--- src/inc/gcr_consts.svh ---
// Offsets, key values, field positions and reset values of the global option registers.
`ifndef GCR_CONSTS_SVH
`define GCR_CONSTS_SVH

// ----------------------------------------------------------------------------
// Configuration port addresses and keys
// ----------------------------------------------------------------------------
`define GCR_PORT_BASE_LOW   16'h002E
`define GCR_PORT_BASE_HIGH  16'h004E
`define GCR_ENTRY_KEY       8'h87
`define GCR_EXIT_KEY        8'hAA

// ----------------------------------------------------------------------------
// Register indices
// ----------------------------------------------------------------------------
`define GCR_IDX_MULTI_FUNC  8'h24
`define GCR_IDX_TRISTATE    8'h25
`define GCR_IDX_STRAPPED    8'h26

// ----------------------------------------------------------------------------
// Reset values and masks
// ----------------------------------------------------------------------------
`define GCR_MULTI_FUNC_RST  8'h00
`define GCR_TRISTATE_RST    8'h00
`define GCR_STRAPPED_RST    8'h00
`define GCR_STRAPPED_MASK   8'h6F
`define GCR_UNMAPPED_DATA   8'h00
`define GCR_STRAP_SYNC_LEN  2'h2

// ----------------------------------------------------------------------------
// Field positions
// ----------------------------------------------------------------------------
`define GCR_SG_PORT_SEL     6
`define GCR_SG_LOCK         5
`define GCR_SG_FDC_LEG      3
`define GCR_SG_PRT_LEG      2
`define GCR_SG_UART1_LEG    1
`define GCR_SG_UART2_LEG    0
`define GCR_MF_FLOPPY_PINS  7
`define GCR_MF_SYS_FAN_OD   6
`define GCR_MF_CPU_FAN_OD   5
`define GCR_MF_AUX_FAN_OD   4
`define GCR_MF_OE3          3
`define GCR_MF_IR_OE        2
`define GCR_MF_BEEPER_OUTPUT_OE      1
`define GCR_MF_PNP_DEFAULT  0

`endif

--- src/inc/gcr_pkg.sv ---
// Types of the global option register block.
package gcr_pkg;

	typedef enum logic [2:0] {
		GCR_IDLE   = 3'b001,
		GCR_KEYED1 = 3'b010,
		GCR_CONFIG = 3'b100
	} gcr_mode_t;

	typedef struct packed {
		logic [1:0]  strap_sync;
		logic [1:0]  strap_cnt;
		logic        strap_done;
		gcr_mode_t   mode;
		logic [7:0]  index;
		logic [7:0]  multi_func;
		logic [7:0]  tristate;
		logic [7:0]  strapped;
		logic [7:0]  rdata;
		logic        rvalid;
	} gcr_state_t;

endpackage

--- src/hw/gcr_top.sv ---
// Global configuration option registers behind the index/data configuration port.
`timescale 1ns/1ps
`include "gcr_consts.svh"

// ----------------------------------------------------------------------------
// Overview of operation
// ----------------------------------------------------------------------------
// Overview of operation
// - Port select bit picks 2E or 4E key port.
// - Port select resets to 0, then takes strapped RTS pin level three cycles later.
// - Lock bit blocks access to the tri-state and multi-function registers.
// - Floppy legacy bit gates floppy IRQ select bit.
// - Parallel legacy bit gates parallel IRQ select bit.
// - Strapped register resets zero, bit6 strap, 7,4 reserved.
// - One tri-state bit per interface, set floats pins.
// - Tri-state register 8 bits, RW, resets 00h.
// - Bit 0 selects plug-and-play default loading.

module gcr_top (
	input  wire logic        core_clk_in,
	input  wire logic        reset_n_in,
	input  wire logic        io_wr_in,
	input  wire logic        io_rd_in,
	input  wire logic [15:0] io_addr_in,
	input  wire logic [7:0]  io_wdata_in,
	output logic      [7:0]  io_rdata_out,
	output logic             io_rvalid_out,
	output logic             io_hit_out,
	input  wire logic        first_uart_rts_strap_pin_in,
	input  wire logic        floppy_dor_irq_bit_in,
	input  wire logic        parallel_ctrl_irq_bit_in,
	input  wire logic        infrared_transmit_in,
	input  wire logic        consumer_ir_transmit_in,
	input  wire logic        consumer_ir_select_in,
	input  wire logic        beeper_output_in,
	output logic             config_mode_out,
	output logic             config_port_base_select_out,
	output logic             config_write_lock_out,
	output logic             floppy_legacy_irq_disable_out,
	output logic             parallel_legacy_irq_disable_out,
	output logic             uart_first_legacy_irq_disable_out,
	output logic             uart_second_legacy_irq_disable_out,
	output logic             floppy_irq_select_effective_out,
	output logic             parallel_irq_select_effective_out,
	output logic      [7:0]  interface_tristate_out,
	output logic             pnp_default_value_select_out,
	output logic             floppy_pin_mode_out,
	output logic      [2:0]  fan_open_drain_out,
	output logic             output_enable_3_out,
	output logic             ir_pin_out,
	output logic             ir_pin_oe_n_out,
	output logic             beeper_output_pin_out,
	output logic             beeper_output_pin_oe_n_out
);

	gcr_pkg::gcr_state_t st_r;
	gcr_pkg::gcr_state_t st_nxt;

	// ------------------------------------------------------------------------
	// Port decode
	// ------------------------------------------------------------------------
	// Key port follows the current port select bit.
	function automatic logic [15:0] gcr_base(input logic sel);
		gcr_base = sel ? `GCR_PORT_BASE_HIGH : `GCR_PORT_BASE_LOW;
	endfunction

	logic [15:0] base_addr;
	logic        idx_hit;
	logic        dat_hit;
	logic        locked;

	assign base_addr = gcr_base(st_r.strapped[`GCR_SG_PORT_SEL]);
	assign idx_hit   = (io_addr_in == base_addr);
	assign dat_hit   = (io_addr_in == (base_addr + 16'h0001));
	assign locked    = st_r.strapped[`GCR_SG_LOCK];

	// ------------------------------------------------------------------------
	// Next state
	// ------------------------------------------------------------------------
	always_comb begin
		st_nxt        = st_r;
		st_nxt.rvalid = 1'b0;
		st_nxt.strap_sync = {st_r.strap_sync[0], first_uart_rts_strap_pin_in};

		// The strap is taken once, after the synchroniser has filled, so the
		// reset constant of the sync flops never reaches the register.
		if (!st_r.strap_done) begin
			if (st_r.strap_cnt == `GCR_STRAP_SYNC_LEN) begin
				st_nxt.strap_done = 1'b1;
				st_nxt.strapped[`GCR_SG_PORT_SEL] = st_r.strap_sync[1];
			end else begin
				st_nxt.strap_cnt = st_r.strap_cnt + 2'h1;
			end
		end

		case (st_r.mode)
			gcr_pkg::GCR_IDLE: begin
				if (io_wr_in && idx_hit && io_wdata_in == `GCR_ENTRY_KEY) begin
					st_nxt.mode = gcr_pkg::GCR_KEYED1;
				end
			end
			gcr_pkg::GCR_KEYED1: begin
				if (io_wr_in) begin
					if (idx_hit && io_wdata_in == `GCR_ENTRY_KEY) begin
						st_nxt.mode = gcr_pkg::GCR_CONFIG;
					end else begin
						// A stray write between the two keys aborts the entry, so a
						// half-finished sequence never leaves the port open.
						st_nxt.mode = gcr_pkg::GCR_IDLE;
					end
				end
			end
			gcr_pkg::GCR_CONFIG: begin
				if (io_wr_in && idx_hit) begin
					if (io_wdata_in == `GCR_EXIT_KEY) begin
						st_nxt.mode = gcr_pkg::GCR_IDLE;
					end else begin
						// A key value seen here is only an index; just the exit key leaves.
						st_nxt.index = io_wdata_in;
					end
				end else if (io_wr_in && dat_hit) begin
					// The strapped register stays writable so a lock can be lifted.
					// The lock therefore covers the other registers of this block only.
					if (st_r.index == `GCR_IDX_STRAPPED) begin
						st_nxt.strapped = io_wdata_in & `GCR_STRAPPED_MASK;
					end else if (locked) begin
						st_nxt.index = st_r.index;
					end else if (st_r.index == `GCR_IDX_TRISTATE) begin
						st_nxt.tristate = io_wdata_in;
					end else if (st_r.index == `GCR_IDX_MULTI_FUNC) begin
						st_nxt.multi_func = io_wdata_in;
					end
				end
				// A read is answered one cycle later. Outside configuration mode no
				// answer is given, so another device may claim the same port.
				if (io_rd_in && idx_hit) begin
					st_nxt.rvalid = 1'b1;
					st_nxt.rdata  = st_r.index;
				end else if (io_rd_in && dat_hit) begin
					st_nxt.rvalid = 1'b1;
					if (st_r.index == `GCR_IDX_STRAPPED) begin
						st_nxt.rdata = st_r.strapped;
					end else if (locked) begin
						st_nxt.rdata = `GCR_UNMAPPED_DATA;
					end else if (st_r.index == `GCR_IDX_TRISTATE) begin
						st_nxt.rdata = st_r.tristate;
					end else if (st_r.index == `GCR_IDX_MULTI_FUNC) begin
						st_nxt.rdata = st_r.multi_func;
					end else begin
						st_nxt.rdata = `GCR_UNMAPPED_DATA;
					end
				end
			end
			// An illegal state code falls back to idle and waits for a fresh key.
			default: begin
				st_nxt.mode = gcr_pkg::GCR_IDLE;
			end
		endcase
	end

	// ------------------------------------------------------------------------
	// State register
	// ------------------------------------------------------------------------
	// Every reset value is a constant; the strap reaches bit 6 only through the
	// synchroniser, a few cycles after reset is released.
	always_ff @(posedge core_clk_in or negedge reset_n_in) begin
		if (!reset_n_in) begin
			st_r.strap_sync <= 2'h0;
			st_r.strap_cnt  <= 2'h0;
			st_r.strap_done <= 1'b0;
			st_r.mode       <= gcr_pkg::GCR_IDLE;
			st_r.index      <= 8'h00;
			st_r.multi_func <= `GCR_MULTI_FUNC_RST;
			st_r.tristate   <= `GCR_TRISTATE_RST;
			st_r.strapped   <= `GCR_STRAPPED_RST;
			st_r.rdata      <= 8'h00;
			st_r.rvalid     <= 1'b0;
		end else begin
			st_r <= st_nxt;
		end
	end

	// ------------------------------------------------------------------------
	// Outputs
	// ------------------------------------------------------------------------
	// The hit output decodes combinationally; read data, read valid and register contents come from flops.
	assign io_rdata_out  = st_r.rdata;
	assign io_rvalid_out = st_r.rvalid;
	assign io_hit_out    = (st_r.mode == gcr_pkg::GCR_CONFIG) && (idx_hit || dat_hit);

	assign config_mode_out                    = (st_r.mode == gcr_pkg::GCR_CONFIG);
	assign config_port_base_select_out        = st_r.strapped[`GCR_SG_PORT_SEL];
	assign config_write_lock_out              = locked;
	assign floppy_legacy_irq_disable_out      = st_r.strapped[`GCR_SG_FDC_LEG];
	assign parallel_legacy_irq_disable_out    = st_r.strapped[`GCR_SG_PRT_LEG];
	assign uart_first_legacy_irq_disable_out  = st_r.strapped[`GCR_SG_UART1_LEG];
	assign uart_second_legacy_irq_disable_out = st_r.strapped[`GCR_SG_UART2_LEG];

	// With a legacy bit set the interface's own select bit is ignored, so the
	// effective select is held low whatever that bit holds.
	assign floppy_irq_select_effective_out =
		floppy_dor_irq_bit_in & ~st_r.strapped[`GCR_SG_FDC_LEG];
	assign parallel_irq_select_effective_out =
		parallel_ctrl_irq_bit_in & ~st_r.strapped[`GCR_SG_PRT_LEG];

	assign interface_tristate_out       = st_r.tristate;
	assign pnp_default_value_select_out = st_r.multi_func[`GCR_MF_PNP_DEFAULT];
	assign floppy_pin_mode_out          = st_r.multi_func[`GCR_MF_FLOPPY_PINS];
	assign fan_open_drain_out           =
		st_r.multi_func[`GCR_MF_SYS_FAN_OD:`GCR_MF_AUX_FAN_OD];
	assign output_enable_3_out          = st_r.multi_func[`GCR_MF_OE3];

	// In floppy pin mode pins 16 and 18 become floppy inputs, so both are released.
	assign ir_pin_out      = consumer_ir_select_in ? consumer_ir_transmit_in
	                                               : infrared_transmit_in;
	assign ir_pin_oe_n_out = st_r.multi_func[`GCR_MF_FLOPPY_PINS] |
	                         ~st_r.multi_func[`GCR_MF_IR_OE];
	assign beeper_output_pin_out    = beeper_output_in;
	assign beeper_output_pin_oe_n_out = st_r.multi_func[`GCR_MF_FLOPPY_PINS] |
	                           ~st_r.multi_func[`GCR_MF_BEEPER_OUTPUT_OE];

endmodule // gcr_top

--- config.mk ---
export PLATFORM = sky130hd
export DESIGN_NAME = gcr_top
export DESIGN_NICKNAME = d
export VERILOG_FILES = /design/src/inc/gcr_pkg.sv /design/src/hw/gcr_top.sv
export VERILOG_INCLUDE_DIRS = /design/src /design/src/inc
export SDC_FILE = /design/constraint.sdc
export NUM_CORES = 1
export LEC_CHECK = 0
export BUFFER_PORTS_ARGS = -buffer_cell sky130_fd_sc_hd__buf_2
export CAP_MARGIN = 20
export CORE_ASPECT_RATIO = 0.75
export CORE_MARGIN = 4
export CORE_UTILIZATION = 50
export CTS_CLUSTER_SIZE = 8
export DETAILED_ROUTE_END_ITERATION = 10
export PLACE_DENSITY = 0.83
export SLEW_MARGIN = 20
export SYNTH_ARGS = -nofsm -noshare
export SYNTH_HDL_FRONTEND = slang
export SYNTH_SLANG_ARGS = --single-unit
--- constraint.sdc ---
create_clock -name core_clk_in -period 3 [get_ports core_clk_in]
set_input_delay 0.3 -clock core_clk_in [delete_from_list [all_inputs] [get_ports core_clk_in]]
set_output_delay 0.3 -clock core_clk_in [all_outputs]
set_load 0.005 [all_outputs]
==> key figures <==
Status
  • Result of the run: complete, but fails checks
  • Violated checks: hold timing

Routing
  • Number of DRC markers after the initial detailed-route iteration: 116
  • Count of TritonRoute iterations in the first routing pass: 4
  • Detail-routed via count per cell: 5.741
  • Overall routed net length: 5717 um
  • Number of nets still failing antenna checks after routing: 0
  • Vias after detailed routing: 1860
  • Number of remaining DRC errors: 0
  • Wire per inst: 17.65 um

Cells and area
  • Area Overhead vs Synth: 13.26%
  • Fraction of final layout cells with drive strength greater than 1: 0.4583
  • Cell Count, Final, Fillers Out: 324
  • Number of nets in the layout: 300
  • Filler Cell Count: 420
  • Antenna cells: 0

Yosys
  • Top cell type's share of synthesized area: 0.4536
  • Syn nets: 250
  • Main combinational cell family by area after synthesis: multiplexers
  • Sequential cell area fraction in the yosys report: 0.4640
  • Commonest register cell after synthesis: sky130_fd_sc_hd__dfrtp_1
  • Synthesis warning total: 0
  • Leading area contributor after synthesis: sky130_fd_sc_hd__dfrtp_1
  • Synthesized-area fraction occupied by ao, oa, aoi and oai cells: 0.1036
  • Synth Cell Area: 2537 um2
  • Average size of a mapped cell: 11.86 um2
  • Share of async-settable or async-resettable flops after synthesis: 1.000
  • Post-synthesis adder-cell area fraction: 0.004931
  • Main area contributors after synthesis: sky130_fd_sc_hd__dfrtp_1, sky130_fd_sc_hd__mux2_2, sky130_fd_sc_hd__buf_4
  • Post-synth cell types: 44
  • Cell count after synthesis: 214
  • Simple-gate share of the synthesized area: 0.1667
  • Post-Synth XOR/XNOR Area: 0.003452
  • Number of flops mapped to enable cells by yosys: 0
  • Multiplexer share of the synthesized area: 0.1746
  • Register bit total from synthesis: 47

STA
  • Headroom to the max-slew limit: 0.4190
  • Part of the cycle the worst path needs: 0.7822
  • Post-layout min period: 2.346 ns
  • Minimum hold slack: -0.02364 ns
  • Worst-Margin Slew: 0.8636 ns
  • Maximum achievable frequency: 0.4262 GHz
  • Total Negative Setup Slacks: 0 ns
  • Final setup viols: 0
  • Unrepaired setup endpoints after global routing: false
  • Setup skew after layout: 0.006003 ns
  • Hold Violations, Final: 17
  • Final slew viol count: 0

Clock network
  • Number of H-tree branching levels: 2
  • Clock insertion delay at the later pin of the skew report: 0.31 ns
  • Post-CTS sizing: 0
  • Count of hold-fix buffers inserted at cts: 0
  • Clock-pin slew reported for the worst setup and hold paths after clock tree synthesis: 0.08 ns
  • Root Buffer Master: sky130_fd_sc_hd__clkbuf_8
  • Number of buffers created by CTS: 5
  • Total setup buffers inserted after CTS: 0
  • CTS tree: done
  • Number of buffers on the longest clock path: 2
  • Clock Sinks: 47

Global route
  • Pin count of the biggest net entering global routing: 48
  • GRT Resource Usage Total: 0.1894
  • First-pass GRT wire length: 9487 um
  • Total grt overflow: 0
  • Number of global-route vias before repair: 1806
  • Antenna violations before repair: 0

Hold path
  • Worst Hold Class: input pin to async pin

Power and ir drop
  • Power density over the cells: 371.8 nW/um2
  • Reported leakage power: 1.413 nW
  • Peak supply drop: 0.0002466 V
  • Overall power consumption: 0.001069 W

Die
  • I/O pin cnt: 72
  • Core box area: 4900 um2
  • Number of rows in the core area: 22
  • Effective utilization at floorplan: 0.5179
  • Overall die width: 90.26 um
  • Die area: 6291 um2
  • Die Y-Extent: 69.70 um

Worst setup path
  • Minimum setup slack among reg-to-reg paths: 0.65 ns
  • Critical path endpoint category: flip-flop
  • Category of the critical setup timing path: flip-flop to flip-flop
  • Max Fanout on Critical Path: 8
  • Worst path arrival time: 2.54 ns
  • Worst EP required: 3.20 ns
  • Kind of launch point of the worst setup path: flip-flop

Job
  • Number of max-cap violations: 0

Placement
  • RD Place Congestion: 0.8639
  • HPWL Detailed: 4254 um
  • Quantity of I/O buffers inserted on ports: 69
  • Post-placement cell count: 317
[worst paths after layout]
| check | startpoint | end | cells past startpoint |
|---|---|---|---|
| min in group core_clk_in | first_uart_rts_strap_pin_in | st_nxt[48]$_DFF_PN0_ | 1 |
| max | st_r[42]$_DFFE_PN0P_ | fan_open_drain_out[0]$_DFFE_PN0P_ | 4 |
| min reg2reg | st_nxt[48]$_DFF_PN0_ | st_r[48]$_DFF_PN0_ | 0 |
| max in group asynchronous | reset_n_in | interface_tristate_out[0]$_DFFE_PN0P_ | 1 |
| min | reset_n_in | st_r[42]$_DFFE_PN0P_ | 1 |
| max reg2reg | st_r[42]$_DFFE_PN0P_ | fan_open_drain_out[0]$_DFFE_PN0P_ | 4 |
[Yosys cell counts (all sizes together) (2+ instances only)]
master   number
nand2b        5
o2bb2ai       6
a311oi        6
nor2          6
or2           2
mux2i         6
mux2         34
a21oi         2
o21ai         2
nor2b         4
nor3          4
buf          24
a211oi        3
nand4bb       3
dfrtp        46
a2bb2oi       8
nand3b        2
or4           2
clkbuf        4
inv           7
or4bb         3
nor4          4
and3          2
and4          3
nand3        12
[routing by layer]
metal / global-route usage / vias to the layer above / part of all wire
li1: - / 886 / -
met1: 0.2774 / 904 / 0.47
met2: 0.2781 / 65 / 0.45
met3: 0.04555 / 5 / 0.074
met4: 0.05603 / 0 / 0.0070
met5: 0 / - / 0
[where the power goes]
| part | switching [W] | internal [W] |
|---|---|---|
| sequential | 0.00000132 | 0.000635 |
| clock | 0.000212 | 0.000159 |
| combinational | 0.0000355 | 0.0000255 |
| total | 0.000249 | 0.000820 |
[final cells by class]
type,instances,area (um2),share of cell area
multi-input cells,132,1150,0.4001
clock inverters,2,13.76,0.004789
clock buffers,5,68.82,0.02394
well taps,60,75.07,0.02612
repair buffers,71,362.8,0.1263
flip-flops and latches,47,1177,0.4097
inverters,7,26.28,0.009142
[critical path, stage by stage (launching register included)]
cell and delay (ns):
sky130_fd_sc_hd__dfrtp_1 0.46, sky130_fd_sc_hd__or4bb_1 0.57, sky130_fd_sc_hd__nor3_1 0.28, sky130_fd_sc_hd__and4_1 0.54, sky130_fd_sc_hd__mux2_2 0.39
[kinds of logic (layout without fill, tap and decap cells)]
logic type / after synthesis / count (layout)
buf+inv: 35 / 85
flops: 47 / 47
mux: 40 / 40
fa+ha+maj: 1 / 1
simple gates: 58 / 58
compound gates: 32 / 32
xor+xnor: 1 / 1
[state kept, by name, indices dropped and copies added, names as in the netlist, 3 cells and up]
signal,cells
io_rdata_out,8
st_r,17
fan_open_drain_out,3
interface_tristate_out,8
[cell usage in the layout, fill, tap and decap left out, types with 2 or more instances in the layout]
master,instances
sky130_fd_sc_hd__or4bb_1,3
sky130_fd_sc_hd__or2_2,2
sky130_fd_sc_hd__nor2b_1,4
sky130_fd_sc_hd__clkbuf_8,5
sky130_fd_sc_hd__inv_1,7
sky130_fd_sc_hd__nor2_1,5
sky130_fd_sc_hd__a211oi_1,3
sky130_fd_sc_hd__nand4bb_1,3
sky130_fd_sc_hd__and4_1,3
sky130_fd_sc_hd__nand2b_1,5
sky130_fd_sc_hd__buf_2,68
sky130_fd_sc_hd__nor4_1,4
sky130_fd_sc_hd__buf_4,3
sky130_fd_sc_hd__a2bb2oi_1,8
sky130_fd_sc_hd__a311oi_1,6
sky130_fd_sc_hd__dfrtp_1,46
sky130_fd_sc_hd__mux2i_1,6
sky130_fd_sc_hd__a21oi_1,2
sky130_fd_sc_hd__o21ai_0,2
sky130_fd_sc_hd__nand3b_1,2
sky130_fd_sc_hd__mux2_2,34
sky130_fd_sc_hd__nor3_1,3
sky130_fd_sc_hd__and3_1,2
sky130_fd_sc_hd__nand3_1,12
sky130_fd_sc_hd__o2bb2ai_1,6
[metrics by stage]
step           hold slack, ns    util  worst slack, ns  area [um2]
6_report             -0.02364  0.5866           0.6535        2874
5_1_grt               0.03664  0.5866           0.5453        2874
4_1_cts               0.08471  0.5861           0.6471        2872
3_5_place_dp           0.3364  0.5692           0.5731        2789
3_3_place_gp           0.3324  0.5692           0.6454        2789
2_1_floorplan        0.004409       -           0.9311        2537
(Power assumes the default switching activity.)
